**src/verilog/fspr_pkg.sv**
```systemverilog
// fspr_pkg: opcodes, field layouts, timing and map of the flash link
package fspr_pkg;

	// flash opcodes
	localparam logic [7:0] OP_WRSR     = 8'h01;
	localparam logic [7:0] OP_PROG     = 8'h02;
	localparam logic [7:0] OP_WRDIS    = 8'h04;
	localparam logic [7:0] OP_RDSR     = 8'h05;
	localparam logic [7:0] OP_WREN     = 8'h06;
	localparam logic [7:0] OP_ERASE4   = 8'h20;
	localparam logic [7:0] OP_ERASE32  = 8'h52;
	localparam logic [7:0] OP_ERASE64  = 8'hD8;
	localparam logic [7:0] OP_SECPROG  = 8'h42;
	localparam logic [7:0] OP_SECERASE = 8'h44;
	localparam logic [7:0] OP_SUSPEND  = 8'h75;
	localparam logic [7:0] OP_RESUME   = 8'h7A;

	// array and frame geometry
	localparam int unsigned ADDR_W    = 21;
	localparam logic [2:0]  BYTES_ADR = 3'h4;
	localparam logic [2:0]  BYTES_SR  = 3'h2;

	// protection byte layout
	localparam int unsigned PB_SIZE   = 0;
	localparam int unsigned PB_SIDE   = 3;
	localparam int unsigned PB_FINE   = 4;
	localparam int unsigned PB_CMP    = 5;
	localparam logic [5:0]  PB_RESET  = 6'h00;
	localparam logic [4:0]  LG_COARSE = 5'h0F;
	localparam logic [4:0]  LG_FINE   = 5'h0B;
	localparam logic [4:0]  LG_FINE64 = 5'h0F;

	// status byte layout
	localparam int unsigned SB_BUSY = 0;
	localparam int unsigned SB_WEL  = 1;
	localparam int unsigned SB_SUS  = 7;

	// timing
	localparam int unsigned CLK_NS        = 10;
	localparam int unsigned RES_LAT_NS    = 1000;
	localparam int unsigned RESUME_CYCLES =
		(RES_LAT_NS + CLK_NS - 1) / CLK_NS;
	localparam int unsigned SCK_HALF      = 4;

	// host register map
	localparam logic [7:0] REG_CMD  = 8'h00;
	localparam logic [7:0] REG_ARG  = 8'h04;
	localparam logic [7:0] REG_RX   = 8'h08;
	localparam logic [7:0] REG_STAT = 8'h0C;
	localparam logic [7:0] REG_IRQ  = 8'h10;
	localparam logic [7:0] REG_MASK = 8'h14;
	localparam int unsigned CMD_OP  = 0;
	localparam int unsigned CMD_N   = 8;
	localparam int unsigned CMD_RD  = 11;
	localparam logic [2:0]  N_MAX   = 3'h4;

	// engine operation kinds
	typedef enum logic [1:0] {
		FSPR_PROG, FSPR_ERASE, FSPR_SECPROG, FSPR_SECERASE
	} fspr_op_t;

endpackage : fspr_pkg

```
**src/verilog/fspr_link_if.sv**
```systemverilog
// fspr_link_if: serial flash pins between controller and device
`timescale 1ns/10ps
interface fspr_link_if;
	logic cs_n;
	logic sck;
	logic mosi;
	logic miso;
	logic miso_oe;
	logic wp_n;

	modport dev_mp (
		input  cs_n, sck, mosi, wp_n,
		output miso, miso_oe
	);
	modport host_mp (
		output cs_n, sck, mosi, wp_n,
		input  miso, miso_oe
	);
endinterface : fspr_link_if

```
**src/verilog/fspr_device.sv**
```systemverilog
// fspr_device: flash command end for resume, write latch and protection
`timescale 1ns/10ps
module fspr_device #(
	parameter int unsigned RESUME_CYCLES = fspr_pkg::RESUME_CYCLES
) (
	// system
	input  wire logic                          hclk,
	input  wire logic                          hresetn,
	// flash link
	fspr_link_if.dev_mp                        link,
	// array engine
	output logic                               op_start,
	output fspr_pkg::fspr_op_t                 op_kind,
	output logic [fspr_pkg::ADDR_W-1:0]        op_addr,
	output logic                               op_suspend,
	output logic                               op_resume,
	input  wire logic                          op_done,
	// state seen by the system
	output logic                               busy_flag,
	output logic                               suspended_flag,
	output logic                               write_latch,
	output logic [5:0]                         prot_bits
);

	if (RESUME_CYCLES < 1 || RESUME_CYCLES > 16'hFFFF) begin : g_chk
		$error("fspr_device: RESUME_CYCLES must lie in 1..65535");
	end

	////////////////////////////////////////////////////////////////////
	// pin synchronisers and edges

	logic [3:0] sync1;
	logic [3:0] sync2;
	logic       sck_d;
	logic       cs_d;
	logic       cs_n_s;
	logic       sck_s;
	logic       mosi_s;
	logic       wp_n_s;

	always_ff @(posedge hclk or negedge hresetn) begin
		if (!hresetn) begin
			sync1 <= 4'h9;
			sync2 <= 4'h9;
			sck_d <= 1'b0;
			cs_d  <= 1'b1;
		end else begin
			sync1 <= {link.wp_n, link.mosi, link.sck, link.cs_n};
			sync2 <= sync1;
			sck_d <= sck_s;
			cs_d  <= cs_n_s;
		end
	end

	assign cs_n_s = sync2[0];
	assign sck_s  = sync2[1];
	assign mosi_s = sync2[2];
	assign wp_n_s = sync2[3];

	logic sck_rise;
	logic sck_fall;
	logic frame_end;

	assign sck_rise  = !cs_n_s && sck_s && !sck_d;
	assign sck_fall  = !cs_n_s && !sck_s && sck_d;
	assign frame_end = cs_n_s && !cs_d;

	////////////////////////////////////////////////////////////////////
	// frame receiver

	logic [2:0]  bit_cnt;
	logic [2:0]  byte_cnt;
	logic [6:0]  rx_sh;
	logic [7:0]  opcode;
	logic [7:0]  byte1;
	logic [23:0] addr_sh;
	logic [7:0]  full_byte;

	assign full_byte = {rx_sh, mosi_s};

	always_ff @(posedge hclk or negedge hresetn) begin
		if (!hresetn) begin
			bit_cnt  <= 3'h0;
			byte_cnt <= 3'h0;
			rx_sh    <= 7'h00;
			opcode   <= 8'h00;
			byte1    <= 8'h00;
			addr_sh  <= 24'h00_0000;
		end else if (cs_n_s) begin
			bit_cnt  <= 3'h0;
			byte_cnt <= 3'h0;
		end else if (sck_rise) begin
			bit_cnt <= bit_cnt + 3'h1;
			rx_sh   <= full_byte[6:0];
			if (bit_cnt == 3'h7) begin
				if (byte_cnt != 3'h7)
					byte_cnt <= byte_cnt + 3'h1;
				if (byte_cnt == 3'h0)
					opcode <= full_byte;
				if (byte_cnt == 3'h1)
					byte1 <= full_byte;
				if (byte_cnt != 3'h0 && byte_cnt < fspr_pkg::BYTES_ADR)
					addr_sh <= {addr_sh[15:0], full_byte};
			end
		end
	end

	logic whole;
	assign whole = frame_end && bit_cnt == 3'h0 && byte_cnt != 3'h0;

	////////////////////////////////////////////////////////////////////
	// protection decode

	function automatic logic is_protected(
		input logic [5:0]                  pb,
		input logic [fspr_pkg::ADDR_W-1:0] a
	);
		logic [2:0]                  size;
		logic [4:0]                  lg;
		logic [fspr_pkg::ADDR_W-1:0] key;
		logic                        hit;
		size = pb[fspr_pkg::PB_SIZE +: 3];
		if (!pb[fspr_pkg::PB_FINE])
			lg = fspr_pkg::LG_COARSE + {2'b00, size};
		else if (size[2])
			lg = fspr_pkg::LG_FINE64;
		else
			lg = fspr_pkg::LG_FINE + {2'b00, size};
		key = pb[fspr_pkg::PB_SIDE] ? a : ~a;
		if (size == 3'h0)
			hit = 1'b0;
		else if (size[2:1] == 2'b11)
			hit = 1'b1;
		else
			hit = (key >> lg) == '0;
		return hit ^ pb[fspr_pkg::PB_CMP];
	endfunction : is_protected

	////////////////////////////////////////////////////////////////////
	// command decision at release

	logic                        prog_run;
	logic                        prog_sus;
	logic                        ers_run;
	logic                        ers_sus;
	logic [15:0]                 res_cnt;
	logic [fspr_pkg::ADDR_W-1:0] tgt;
	logic                        is_erase;
	logic                        prot_hit;
	logic                        do_resume;
	logic                        do_suspend;
	logic                        do_wren;
	logic                        do_wrdis;
	logic                        do_wrsr;
	logic                        do_op;
	fspr_pkg::fspr_op_t          next_kind;

	assign busy_flag      = prog_run || ers_run;
	assign suspended_flag = prog_sus || ers_sus;
	assign tgt            = addr_sh[fspr_pkg::ADDR_W-1:0];
	assign is_erase = opcode == fspr_pkg::OP_ERASE4
		|| opcode == fspr_pkg::OP_ERASE32
		|| opcode == fspr_pkg::OP_ERASE64;
	assign prot_hit = is_protected(prot_bits, tgt);

	assign do_resume = whole && opcode == fspr_pkg::OP_RESUME
		&& suspended_flag && !busy_flag;
	assign do_suspend = whole && opcode == fspr_pkg::OP_SUSPEND
		&& busy_flag && res_cnt == 16'h0_000 && !(prog_run && ers_sus);
	assign do_wren  = whole && opcode == fspr_pkg::OP_WREN;
	assign do_wrdis = whole && opcode == fspr_pkg::OP_WRDIS;
	assign do_wrsr = whole && opcode == fspr_pkg::OP_WRSR
		&& byte_cnt >= fspr_pkg::BYTES_SR && write_latch
		&& !busy_flag && !suspended_flag && wp_n_s;

	always_comb begin
		next_kind = fspr_pkg::FSPR_PROG;
		do_op     = 1'b0;
		if (whole && write_latch && !busy_flag) begin
			if (opcode == fspr_pkg::OP_PROG) begin
				do_op = byte_cnt >= fspr_pkg::BYTES_ADR && !prog_sus
					&& !prot_hit;
			end else if (is_erase) begin
				next_kind = fspr_pkg::FSPR_ERASE;
				do_op = byte_cnt == fspr_pkg::BYTES_ADR
					&& !suspended_flag && !prot_hit;
			end else if (opcode == fspr_pkg::OP_SECPROG) begin
				next_kind = fspr_pkg::FSPR_SECPROG;
				do_op = byte_cnt >= fspr_pkg::BYTES_ADR && !suspended_flag;
			end else if (opcode == fspr_pkg::OP_SECERASE) begin
				next_kind = fspr_pkg::FSPR_SECERASE;
				do_op = byte_cnt == fspr_pkg::BYTES_ADR && !suspended_flag;
			end
		end
	end

	////////////////////////////////////////////////////////////////////
	// operation state

	always_ff @(posedge hclk or negedge hresetn) begin
		if (!hresetn) begin
			prog_run <= 1'b0;
			prog_sus <= 1'b0;
			ers_run  <= 1'b0;
			ers_sus  <= 1'b0;
		end else if (do_resume) begin
			if (prog_sus) begin
				prog_sus <= 1'b0;
				prog_run <= 1'b1;
			end else begin
				ers_sus <= 1'b0;
				ers_run <= 1'b1;
			end
		end else if (do_suspend) begin
			if (prog_run) begin
				prog_run <= 1'b0;
				prog_sus <= 1'b1;
			end else begin
				ers_run <= 1'b0;
				ers_sus <= 1'b1;
			end
		end else if (do_op) begin
			if (next_kind == fspr_pkg::FSPR_ERASE
				|| next_kind == fspr_pkg::FSPR_SECERASE)
				ers_run <= 1'b1;
			else
				prog_run <= 1'b1;
		end else if (op_done) begin
			if (prog_run)
				prog_run <= 1'b0;
			else
				ers_run <= 1'b0;
		end
	end

	always_ff @(posedge hclk or negedge hresetn) begin
		if (!hresetn)
			res_cnt <= 16'h0_000;
		else if (do_resume)
			res_cnt <= 16'(RESUME_CYCLES);
		else if (res_cnt != 16'h0_000)
			res_cnt <= res_cnt - 16'h0_001;
	end

	always_ff @(posedge hclk or negedge hresetn) begin
		if (!hresetn)
			write_latch <= 1'b0;
		else if (do_wren)
			write_latch <= 1'b1;
		else if (do_wrdis || do_op || do_wrsr)
			write_latch <= 1'b0;
	end

	always_ff @(posedge hclk or negedge hresetn) begin
		if (!hresetn)
			prot_bits <= fspr_pkg::PB_RESET;
		else if (do_wrsr)
			prot_bits <= byte1[5:0];
	end

	// engine strobes
	always_ff @(posedge hclk or negedge hresetn) begin
		if (!hresetn) begin
			op_start   <= 1'b0;
			op_suspend <= 1'b0;
			op_resume  <= 1'b0;
			op_kind    <= fspr_pkg::FSPR_PROG;
			op_addr    <= '0;
		end else begin
			op_start   <= do_op;
			op_suspend <= do_suspend;
			op_resume  <= do_resume;
			if (do_op) begin
				op_kind <= next_kind;
				op_addr <= tgt;
			end
		end
	end

	////////////////////////////////////////////////////////////////////
	// status read output

	logic [7:0] stat_byte;
	logic       rd_active;

	always_comb begin
		stat_byte                   = 8'h00;
		stat_byte[fspr_pkg::SB_BUSY] = busy_flag;
		stat_byte[fspr_pkg::SB_WEL]  = write_latch;
		stat_byte[fspr_pkg::SB_SUS]  = suspended_flag;
	end

	assign rd_active = !cs_n_s && byte_cnt != 3'h0
		&& opcode == fspr_pkg::OP_RDSR;

	always_ff @(posedge hclk or negedge hresetn) begin
		if (!hresetn) begin
			link.miso    <= 1'b0;
			link.miso_oe <= 1'b0;
		end else begin
			link.miso_oe <= rd_active;
			if (sck_fall && rd_active)
				link.miso <= stat_byte[~bit_cnt];
		end
	end

endmodule : fspr_device

```
**src/flat_wrapper.sv**
```systemverilog
// flat-port wrapper written by rule: the top's interface ports become plain ports
module fspr_device_flat 
#(
	parameter int unsigned RESUME_CYCLES = fspr_pkg::RESUME_CYCLES
)
  (hclk, hresetn, op_start, op_kind, op_addr, op_suspend, op_resume, op_done, busy_flag, suspended_flag, write_latch, prot_bits, link_cs_n, link_sck, link_mosi, link_wp_n, link_miso, link_miso_oe);
  fspr_link_if link_i ();
  input  wire logic hclk;
  input  wire logic hresetn;
  output logic op_start;
  output fspr_pkg::fspr_op_t op_kind;
  output logic [fspr_pkg::ADDR_W-1:0] op_addr;
  output logic op_suspend;
  output logic op_resume;
  input  wire logic op_done;
  output logic busy_flag;
  output logic suspended_flag;
  output logic write_latch;
  output logic [5:0] prot_bits;
  input wire logic [$bits(link_i.cs_n)-1:0] link_cs_n;
  input wire logic [$bits(link_i.sck)-1:0] link_sck;
  input wire logic [$bits(link_i.mosi)-1:0] link_mosi;
  input wire logic [$bits(link_i.wp_n)-1:0] link_wp_n;
  output wire logic [$bits(link_i.miso)-1:0] link_miso;
  output wire logic [$bits(link_i.miso_oe)-1:0] link_miso_oe;
  assign link_i.cs_n = link_cs_n;
  assign link_i.sck = link_sck;
  assign link_i.mosi = link_mosi;
  assign link_i.wp_n = link_wp_n;
  assign link_miso = link_i.miso;
  assign link_miso_oe = link_i.miso_oe;
  fspr_device #(.RESUME_CYCLES(RESUME_CYCLES)) u_core (.hclk(hclk), .hresetn(hresetn), .link(link_i), .op_start(op_start), .op_kind(op_kind), .op_addr(op_addr), .op_suspend(op_suspend), .op_resume(op_resume), .op_done(op_done), .busy_flag(busy_flag), .suspended_flag(suspended_flag), .write_latch(write_latch), .prot_bits(prot_bits));
endmodule
```
**config.mk**
```make
export PLATFORM = sky130hd
export DESIGN_NAME = fspr_device_flat
export DESIGN_NICKNAME = d
export VERILOG_FILES = /design/src/verilog/fspr_pkg.sv /design/src/verilog/fspr_link_if.sv /design/src/verilog/fspr_device.sv /design/src/flat_wrapper.sv
export SDC_FILE = /design/constraint.sdc
export NUM_CORES = 1
export LEC_CHECK = 0
export BUFFER_PORTS_ARGS = -buffer_cell sky130_fd_sc_hd__buf_2
export CORE_MARGIN = 4
export CORE_UTILIZATION = 40
export DETAILED_ROUTE_END_ITERATION = 12
export HOLD_SLACK_MARGIN = 0.1
export PLACE_DENSITY = 0.57
export SYNTH_ARGS = -nofsm -noshare
export SYNTH_HDL_FRONTEND = slang
export SYNTH_SLANG_ARGS = --single-unit
export TNS_END_PERCENT = 20
```
**constraint.sdc**
```tcl
create_clock -name hclk -period 7.6 [get_ports hclk]
set_input_delay 0.76 -clock hclk [delete_from_list [all_inputs] [get_ports hclk]]
set_output_delay 0.76 -clock hclk [all_outputs]
set_load 0.01 [all_outputs]
```
; ---- After elaboration in Yosys (flattened, before gate mapping)
; Index checks and enable logic that the tools add are counted.
[classes]
n_addsub = 5
order_cmp = 4
n_eq_ne = 24
shifts = 1
muxes = 47
bitwise = 4
n_reduce_logical = 74
[op_table]
columns = operator, n
row1 = equality test 8 x 7 -> 1 bit (second input constant), 5
row2 = logical AND 1 bit, 34
row3 = two-way mux 16 bit, 2
row4 = two-way mux 1 bit, 30
row5 = equality test 8 x 3 -> 1 bit (second input constant), 3
row6 = logical NOT 21 bit, 1
row7 = two-way mux 21 bit, 1
row8 = inverter 21 bit, 1
row9 = right shift 21 x 5 -> 21 bit, 1
row10 = two-way mux 3 bit, 6
row11 = logical NOT 16 bit, 1
row12 = nonzero test 16 bit, 1
row13 = subtractor 16 x 1 -> 16 bit (second input constant), 1
row14 = nonzero test 2 bit, 7
row15 = AND reduction 3 bit, 4
row16 = AND reduction 4 bit, 3
row17 = adder 4 x 3 -> 5 bit (first input constant), 2
row18 = two-way mux 2 bit, 5
row19 = two-way mux 5 bit, 2
row20 = logical NOT 1 bit, 9
row21 = logical NOT 3 bit, 3
row22 = equality test 8 x 1 -> 1 bit (second input constant), 1
row23 = equality test 8 x 2 -> 1 bit (second input constant), 1
row24 = equality test 8 x 6 -> 1 bit (second input constant), 1
row25 = 22 further kinds, 34
[word_totals]
register_bits = 113
input_bits = 7
out_inout_bits = 37
wordCells = 183

; ---- Depth between registers and ports, before layout
; Gate-level depths: netlist (run 1).
[depth]
depth_word = 17
ltp_mapped = 15
depth_no_buf = 14

; ---- Least setup slack after synthesis (run 1)
; Ideal clock, no wire load.
[synth_timing]
path_type = register to register
from = register u_core.prot_bits[0]
to = register u_core.op_addr[10] (netlist name)
setup_time_ps = 125
arrival_time_ps = 3831
t_required_ps = 7475
setup_slack_ps = 3644
stages_incl_launch_ff = 15
n_path_buf = 3
period_less_slack_ps = 3956
path_cell_list = dfrtp_1 > buf_2 > inv_1 > ha_1 > buf_2 > o2bb2ai_1 > a221o_1 > a22oi_1 > or4_1 > o22ai_2 > a311oi_1 > o31a_1 > o31ai_4 > buf_6 > mux2_4
[synth_via]
elab_chain_cells = 13
word_cells_on_any_way = 16
classes_between = 2 x add/sub / 1 x shift / 7 x mux / 1 x bitwise / 5 x reduce/logical
[synth_lines]
columns = item, line_no
row1 = start: declaration, fspr_device.sv:22  ; output logic [5:0] prot_bits
row2 = start signal: assignment, fspr_device.sv:256  ; prot_bits <= fspr_pkg::PB_RESET;
row3 = start signal: assignment, fspr_device.sv:258  ; prot_bits <= byte1[5:0];
row4 = adder 4 x 3 -> 5 bit, fspr_device.sv:128  ; lg = fspr_pkg::LG_FINE + {2'b00, size};
row5 = two-way mux 5 bit, fspr_device.sv:125  ; else if (size[2])
row6 = two-way mux 5 bit, fspr_device.sv:123  ; if (!pb[fspr_pkg::PB_FINE])
row7 = right shift 21 x 5 -> 21 bit, fspr_device.sv:135  ; hit = (key >> lg) == '0;
row8 = logical NOT 21 bit, fspr_device.sv:135
row9 = two-way mux 1 bit, fspr_device.sv:132  ; else if (size[2:1] == 2'b11)
row10 = two-way mux 1 bit *, fspr_device.sv:130  ; if (size == 3'h0)
row11 = XOR 1 bit *, fspr_device.sv:136  ; return hit ^ pb[fspr_pkg::PB_CMP];
row12 = logical NOT 1 bit *, "fspr_device.sv:182, fspr_device.sv:186"
row13 = logical AND 1 bit, fspr_device.sv:186  ; && !suspended_flag && !prot_hit;
row14 = two-way mux 1 bit, fspr_device.sv:183  ; end else if (is_erase) begin
row15 = two-way mux 1 bit *, fspr_device.sv:180  ; if (opcode == fspr_pkg::OP_PROG) begin
row16 = two-way mux 1 bit *, fspr_device.sv:179  ; if (whole && write_latch && !busy_flag) begin
row17 = end signal: assignment, fspr_device.sv:275  ; op_addr <= tgt;
row18 = end: declaration, fspr_device.sv:14  ; output logic [fspr_pkg::ADDR_W-1:0] op_addr,
; Mark *: on every way between the ends. The rest lies on a longest branch, timed or not.
; A chain may end at the register's enable or synchronous reset.

; ---- Worst setup path in the final report (run 1)
[layout_timing]
from = register u_core.prot_bits[0]
to = register u_core.op_addr[2] (netlist name)
; Same word-level chain as after synthesis.

==> results.yml, run 1 <==
status:
  status: "finished clean"
logic_synthesis:
  synth_top_cell_by_area: "dfrtp_1"
  synthesis.area_mm2: 0.006021
  synthFlopType: "dfrtp_1"
  synth_top_family_by_area: "multiplexers"
  synth_xor_area_share_pct: 2.764
  synth-compound-area-share_pct: 12.86
  muxShareOfSynthArea_pct: 16.25
  syn_inst: 556
  syn_nets: 575
  ys_top_cells_by_area: "dfrtp_1 (45%), mux2_2 (9.4%), mux2_4 (4.2%)"
  yosysTopAreaCellShare_pct: 44.89
  synth_edf_count: 0
  async_reset_ff_share_pct: 100.0
  yosys_register_bits: 113
  synth_adder_area_share_pct: 2.494
  synth.avg_cell_area_um2: 10.83
  ys_types: 67
  yosysSeqAreaShare_pct: 47.07
  yosys.area_share.simple_pct: 15.07
  yosysWarnings: 0
setup_path:
  crit_chain: "inv_1, ha_1, a21boi_2, a221o_1, a22oi_1, or4_1, o22ai_2, a311oi_1, o31a_1, o31ai_4, buf_4, mux2_2"
  worst-endpoint-required_ns: 7.89
  cp-end-kind: "flip-flop"
  crit_fanout: 22
  start_kind: "flip-flop"
  path_buf_inv: 2
  slowest_stage: "dfrtp_1"
  critical-path-max-stage-delay_ns: 0.73
  critPathArrivalTime_ns: 5.13
  criticalPathCategory: "reg2reg"
  cp_top_family: "compound AO/OA/AOI/OAI gates"
floorplanning:
  die_x_um: 130.7
  initial_core_util_pct: 41.11
  core_area_mm2: 0.01464
  io_pins: 44
  rows: 44
  die_area_mm2: 0.01708
  fp.dieH_um: 130.7
cts:
  cts_setup_buffers: 0
  numCtsBuffers: 17
  clockBufferDepth: 2
  path_clk_slew_ns: 0.06
  cts_hold_buf: 0
  root_buffer: "clkbuf_16"
  h-tree-depth: 4
  cts.sinks: 113
  cts_resized: 0
  clk_latency_ns: 0.41
  cts_tree: "done"
layout:
  syn_to_final_growth_pct: 15.61
  final_area_mm2: 0.006960
  diodes: 0
  final_nets: 612
  drive_gt1_share_pct: 26.28
timing:
  finalSetupTns_ns: 0
  layout_setup_ws_ns: 2.762
  rsz0062_at_grt: "false"
  worstMarginPinSlew_ns: 0.9969
  drv_slew: 0
  final.period_utilization_pct: 63.66
  finalSetupViolCount: 0
  max_freq_mhz: 206.7
  hold_violations: 0
  relSlewSlack_pct: 33.40
  fin_skew_ns: 0.01189
  period_minus_slack_ns: 4.839
grt:
  antenna_found_initial: 0
  overflow: 0
  grt_max_degree: 59
  grt_use_total_pct: 17.40
  grt_pass1_vias: 4581
  grt_pass1_wl_mm: 23.47
routing:
  initialDrtViolationCount: 268
  first_pass_iters: 4
  drtAntennaViolNets: 0
  route.detailed.drc: 0
  vias: 4467
  wirelength_mm: 14.00
  routed_via_density: 5.662
  wire_per_inst_um: 17.74
min_path:
  hold_path.class: "reg2reg"
place:
  numPortBuffers: 43
  dp_hpwl_mm: 9.530
  pre_cts_slack_ns: 2.833
  dpl-instance-area_mm2: 0.006365
  globalplace.congestion: 0.8339
power:
  leakage_nw: 3.311
  peakVddDrop_uv: 130.4
  power_density_mw_per_mm2: 212.8
flow_run:
  drv_cap: 0
-- cells in the final DEF, fill, tap and decap left out, types with 12 or more instances in the layout --
| master | Yosys | routed |
|---|---|---|
| ha_1 | 12 | 12 |
| clkbuf_16 | 0 | 17 |
| inv_1 | 16 | 16 |
| o21ai_0 | 25 | 25 |
| mux2_2 | 50 | 50 |
| dfrtp_1 | 108 | 108 |
| buf_2 | 9 | 42 |
| a21oi_1 | 15 | 15 |
| nand2_1 | 43 | 43 |
| nor2_1 | 35 | 35 |
| xnor2_1 | 13 | 13 |
| nor3_1 | 21 | 20 |
| mux2i_1 | 16 | 16 |
| mux2_4 | 17 | 17 |
-- final timing paths --
check	start	endpoint	slack, ns	depth (start not counted)
max	u_core.prot_bits[0]$_DFFE_PN0P_	u_core.op_addr[2]$_DFFE_PN0P_	2.76	12
min	u_core.sync1[1]$_DFF_PN0_	u_core.sync2[1]$_DFF_PN0_	0.35	0
max reg2reg	u_core.prot_bits[0]$_DFFE_PN0P_	u_core.op_addr[2]$_DFFE_PN0P_	2.76	12
min reg2reg	u_core.sync1[1]$_DFF_PN0_	u_core.sync2[1]$_DFF_PN0_	0.35	0
max in group asynchronous	hresetn	u_core.op_kind[0]$_DFFE_PN0P_	5.98	2
min in group asynchronous	hresetn	u_core.res_cnt[12]$_DFFE_PN0P_	0.43	1
-- layer usage --
layer	vias to the layer above	routed length (um)	GRT usage, %
li1	2128	-	-
met3	23	693	4.268
met2	108	6569	27.62
met5	-	0	0
met4	0	204	5.384
met1	2208	6531	23.66
-- state kept, by name (all words and copies together), names as in the netlist, 4 cells and up --
register and flops:
u_core.addr_sh 21, u_core.byte1 6, u_core.sync1 4, u_core.op_addr 21
u_core.res_cnt 16, u_core.opcode 8, u_core.prot_bits 6, u_core.sync2 4
u_core.rx_sh 7
-- through the flow --
stage          power, mW  cells  hold slack (ns)  utilization (%)
2_1_floorplan     0.6632    556           0.3312                -
3_3_place_gp      0.6888    758           0.3339            43.46
3_5_place_dp      0.6913    758           0.3372            43.46
4_1_cts            1.499    789           0.3489            47.53
5_1_grt            1.533    789           0.3508            47.53
6_report           1.481    789           0.3486            47.53
-- where the power goes --
part           total (mW)  internal, mW  switching, mW  leakage [nW]
Combinational      0.0345        0.0158         0.0187          1.48
Sequential          0.644         0.622         0.0220          1.54
Clock               0.803         0.529          0.274         0.293
-- worst reg2reg max path, stage by stage (launching register included) --
cell and delay, ns:
dfrtp_1 0.73, inv_1 0.26, ha_1 0.56, a21boi_2 0.52, a221o_1 0.22, a22oi_1 0.06, or4_1 0.53, o22ai_2 0.22
a311oi_1 0.18, o31a_1 0.32, o31ai_4 0.30, buf_4 0.43, mux2_2 0.40
-- Yosys cell counts (8+ instances only) --
cell type and n:
a21oi_1 15, buf_2 9, clkbuf_1 15, dfrtp_1 108, ha_1 12, inv_1 16
mux2_2 50, mux2_4 17, mux2i_1 16, nand2_1 43, nand2b_1 9, nand3_1 11
nor2_1 35, nor2b_1 10, nor3_1 21, nor4_1 9, o21ai_0 25, o31ai_1 8
xnor2_1 13
-- logic make-up after synthesis --
kind of cell,Yosys count
mux,83
buf+inv,47
flops,113
fa+ha+maj,12
xor+xnor,19
compound gates,107
simple gates,175
-- final cells by class --
class                   instances  area, um^2
repair buffers                 48       255.2
well taps                     184       230.2
clock inverters                10       135.1
inverters                      17       63.81
multi-input cells             396        2982
fillers                      1360        7684
flip-flops and latches        113        2834
clock buffers                  21       460.4
Power figures use the tool's default switching activity.
==> run 2, diff against run 1 <==
==> constraint.sdc (replaced) <==
create_clock -name hclk -period 5 [get_ports hclk]
set_input_delay 0.5 -clock hclk [delete_from_list [all_inputs] [get_ports hclk]]
set_output_delay 0.5 -clock hclk [all_outputs]
set_load 0.01 [all_outputs]
==> results.yml, run 2 (same netlist as run 1, synthesis figures left out) <==
floorplanning:
  core_area_mm2: 0.01464
  rows: 44
  initial_core_util_pct: 41.11
  die_area_mm2: 0.01708
  io_pins: 44
  fp.dieH_um: 130.7
  die_x_um: 130.7
timing:
  max_freq_mhz: 228.5
  drv_slew: 0
  worstMarginPinSlew_ns: 1.018
  finalSetupViolCount: 0
  fin_skew_ns: 0.01300
  rsz0062_at_grt: "false"
  hold_violations: 0
  finalSetupTns_ns: 0
  period_minus_slack_ns: 4.376
  final.period_utilization_pct: 87.52
  relSlewSlack_pct: 31.96
routing:
  route.detailed.drc: 0
  initialDrtViolationCount: 359
  vias: 4472
  first_pass_iters: 5
  wire_per_inst_um: 17.87
  wirelength_mm: 14.15
  drtAntennaViolNets: 0
  routed_via_density: 5.646
layout:
  final_cell_mix: "dfrtp_1 (108), mux2_2 (50), nand2_1 (43), buf_2 (42), nor2_1 (35)"
  reg.largest.list: "u_core.addr_sh x21, u_core.op_addr x21, u_core.res_cnt x16"
  fillers: 1374
  fin_util_pct: 47.86
  final_nets: 614
  final_common_cell: "dfrtp_1"
  drive_gt1_share_pct: 26.64
  diodes: 0
  multiInputGateArea_mm2: 0.002982
  syn_to_final_growth_pct: 16.40
  regArea_mm2: 0.002834
cts:
  clockBufferDepth: 2
  path_clk_slew_ns: 0.06
  numCtsBuffers: 17
  cts_setup_buffers: 0
  root_buffer: "clkbuf_16"
  cts_hold_buf: 0
  cts_tree: "done"
  clk_latency_ns: 0.42
  cts.sinks: 113
  h-tree-depth: 4
  cts_resized: 0
setup_path:
  crit_fanout: 22
  cp-end-kind: "flip-flop"
  reg2reg_from: "u_core.prot_bits[1]$_DFFE_PN0P_"
  critPathArrivalTime_ns: 4.67
  rr_endpoint: "u_core.op_addr[1]$_DFFE_PN0P_"
  criticalPathCategory: "reg2reg"
  r2r_slack_ns: 0.62
  reg2reg_depth: 12
  start_kind: "flip-flop"
  worst-endpoint-required_ns: 5.30
grt:
  antenna_found_initial: 0
  grt_pass1_wl_mm: 23.72
  overflow: 0
  grt_use_total_pct: 17.93
  grt_pass1_vias: 4562
  grt_max_degree: 64
power:
  power_density_mw_per_mm2: 329.3
  peakVddDrop_uv: 236.6
  leakage_nw: 3.338
  power_mw: 2.308
flow_run:
  drv_cap: 0
min_path:
  hold_path.class: "in2async"
place:
  numPortBuffers: 43
  dp_hpwl_mm: 9.805
  globalplace.congestion: 0.8869
status:
  status: "finished clean"
==> run 2: through the flow <==
stage	instance area, um^2	std cells	hold WS [ns]	setup WS [ns]
5_1_grt	7008	792	0.1584	0.4906
3_5_place_dp	6380	760	0.3444	0.7142
4_1_cts	7008	792	0.1592	0.6909
3_3_place_gp	6380	760	0.3340	0.8859
6_report	7008	792	0.1605	0.6238
2_1_floorplan	6021	556	0.2044	1.044
==> run 2: layout make-up <==
class | instances | share of cell area [%]
well taps | 184 | 3.285
clock inverters | 8 | 1.803
flip-flops and latches | 113 | 40.44
clock buffers | 24 | 7.159
repair buffers | 50 | 3.856
multi-input cells | 396 | 42.55
inverters | 17 | 0.9106
==> run 2: worst max-delay path by stage <==
stage | start | end | slack, ns | cells after the start
2_1_floorplan | u_core.prot_bits[0]$_DFFE_PN0P_ | u_core.op_addr[10]$_DFFE_PN0P_ | 1.04 | 14
3_3_place_gp | u_core.prot_bits[1]$_DFFE_PN0P_ | u_core.op_addr[1]$_DFFE_PN0P_ | 0.89 | 12
3_5_place_dp | u_core.prot_bits[1]$_DFFE_PN0P_ | u_core.op_addr[1]$_DFFE_PN0P_ | 0.71 | 12
4_1_cts | u_core.prot_bits[1]$_DFFE_PN0P_ | u_core.op_addr[1]$_DFFE_PN0P_ | 0.69 | 12
5_1_grt | u_core.prot_bits[1]$_DFFE_PN0P_ | u_core.op_addr[1]$_DFFE_PN0P_ | 0.49 | 12
6_report | u_core.prot_bits[1]$_DFFE_PN0P_ | u_core.op_addr[1]$_DFFE_PN0P_ | 0.62 | 12
==> run 2: worst max-delay path, stage by stage (launching register included) <==
cell and delay [ns]:
dfrtp_1 0.40, inv_1 0.09, ha_1 0.51, a21boi_2 0.57, a221o_1 0.24, a22oi_1 0.07
or4_1 0.55, o22ai_2 0.21, a311oi_1 0.16, o31a_1 0.32, o31ai_4 0.30, buf_4 0.41
mux2_2 0.38
==> run 2: where the power goes <==
part	total (mW)	internal [mW]	switching [mW]
Combinational	0.0514	0.0239	0.0275
Sequential	0.979	0.945	0.0339
Clock	1.28	0.851	0.426
Total	2.31	1.82	0.487
==> run 2: metal layers <==
metal	vias to the layer above	track usage (%)	part of all wire, %
met5	-	0	0
met1	2200	23.86	46
met2	125	28.43	48
met4	0	6.836	1.8
li1	2124	-	-
met3	23	4.350	5.0
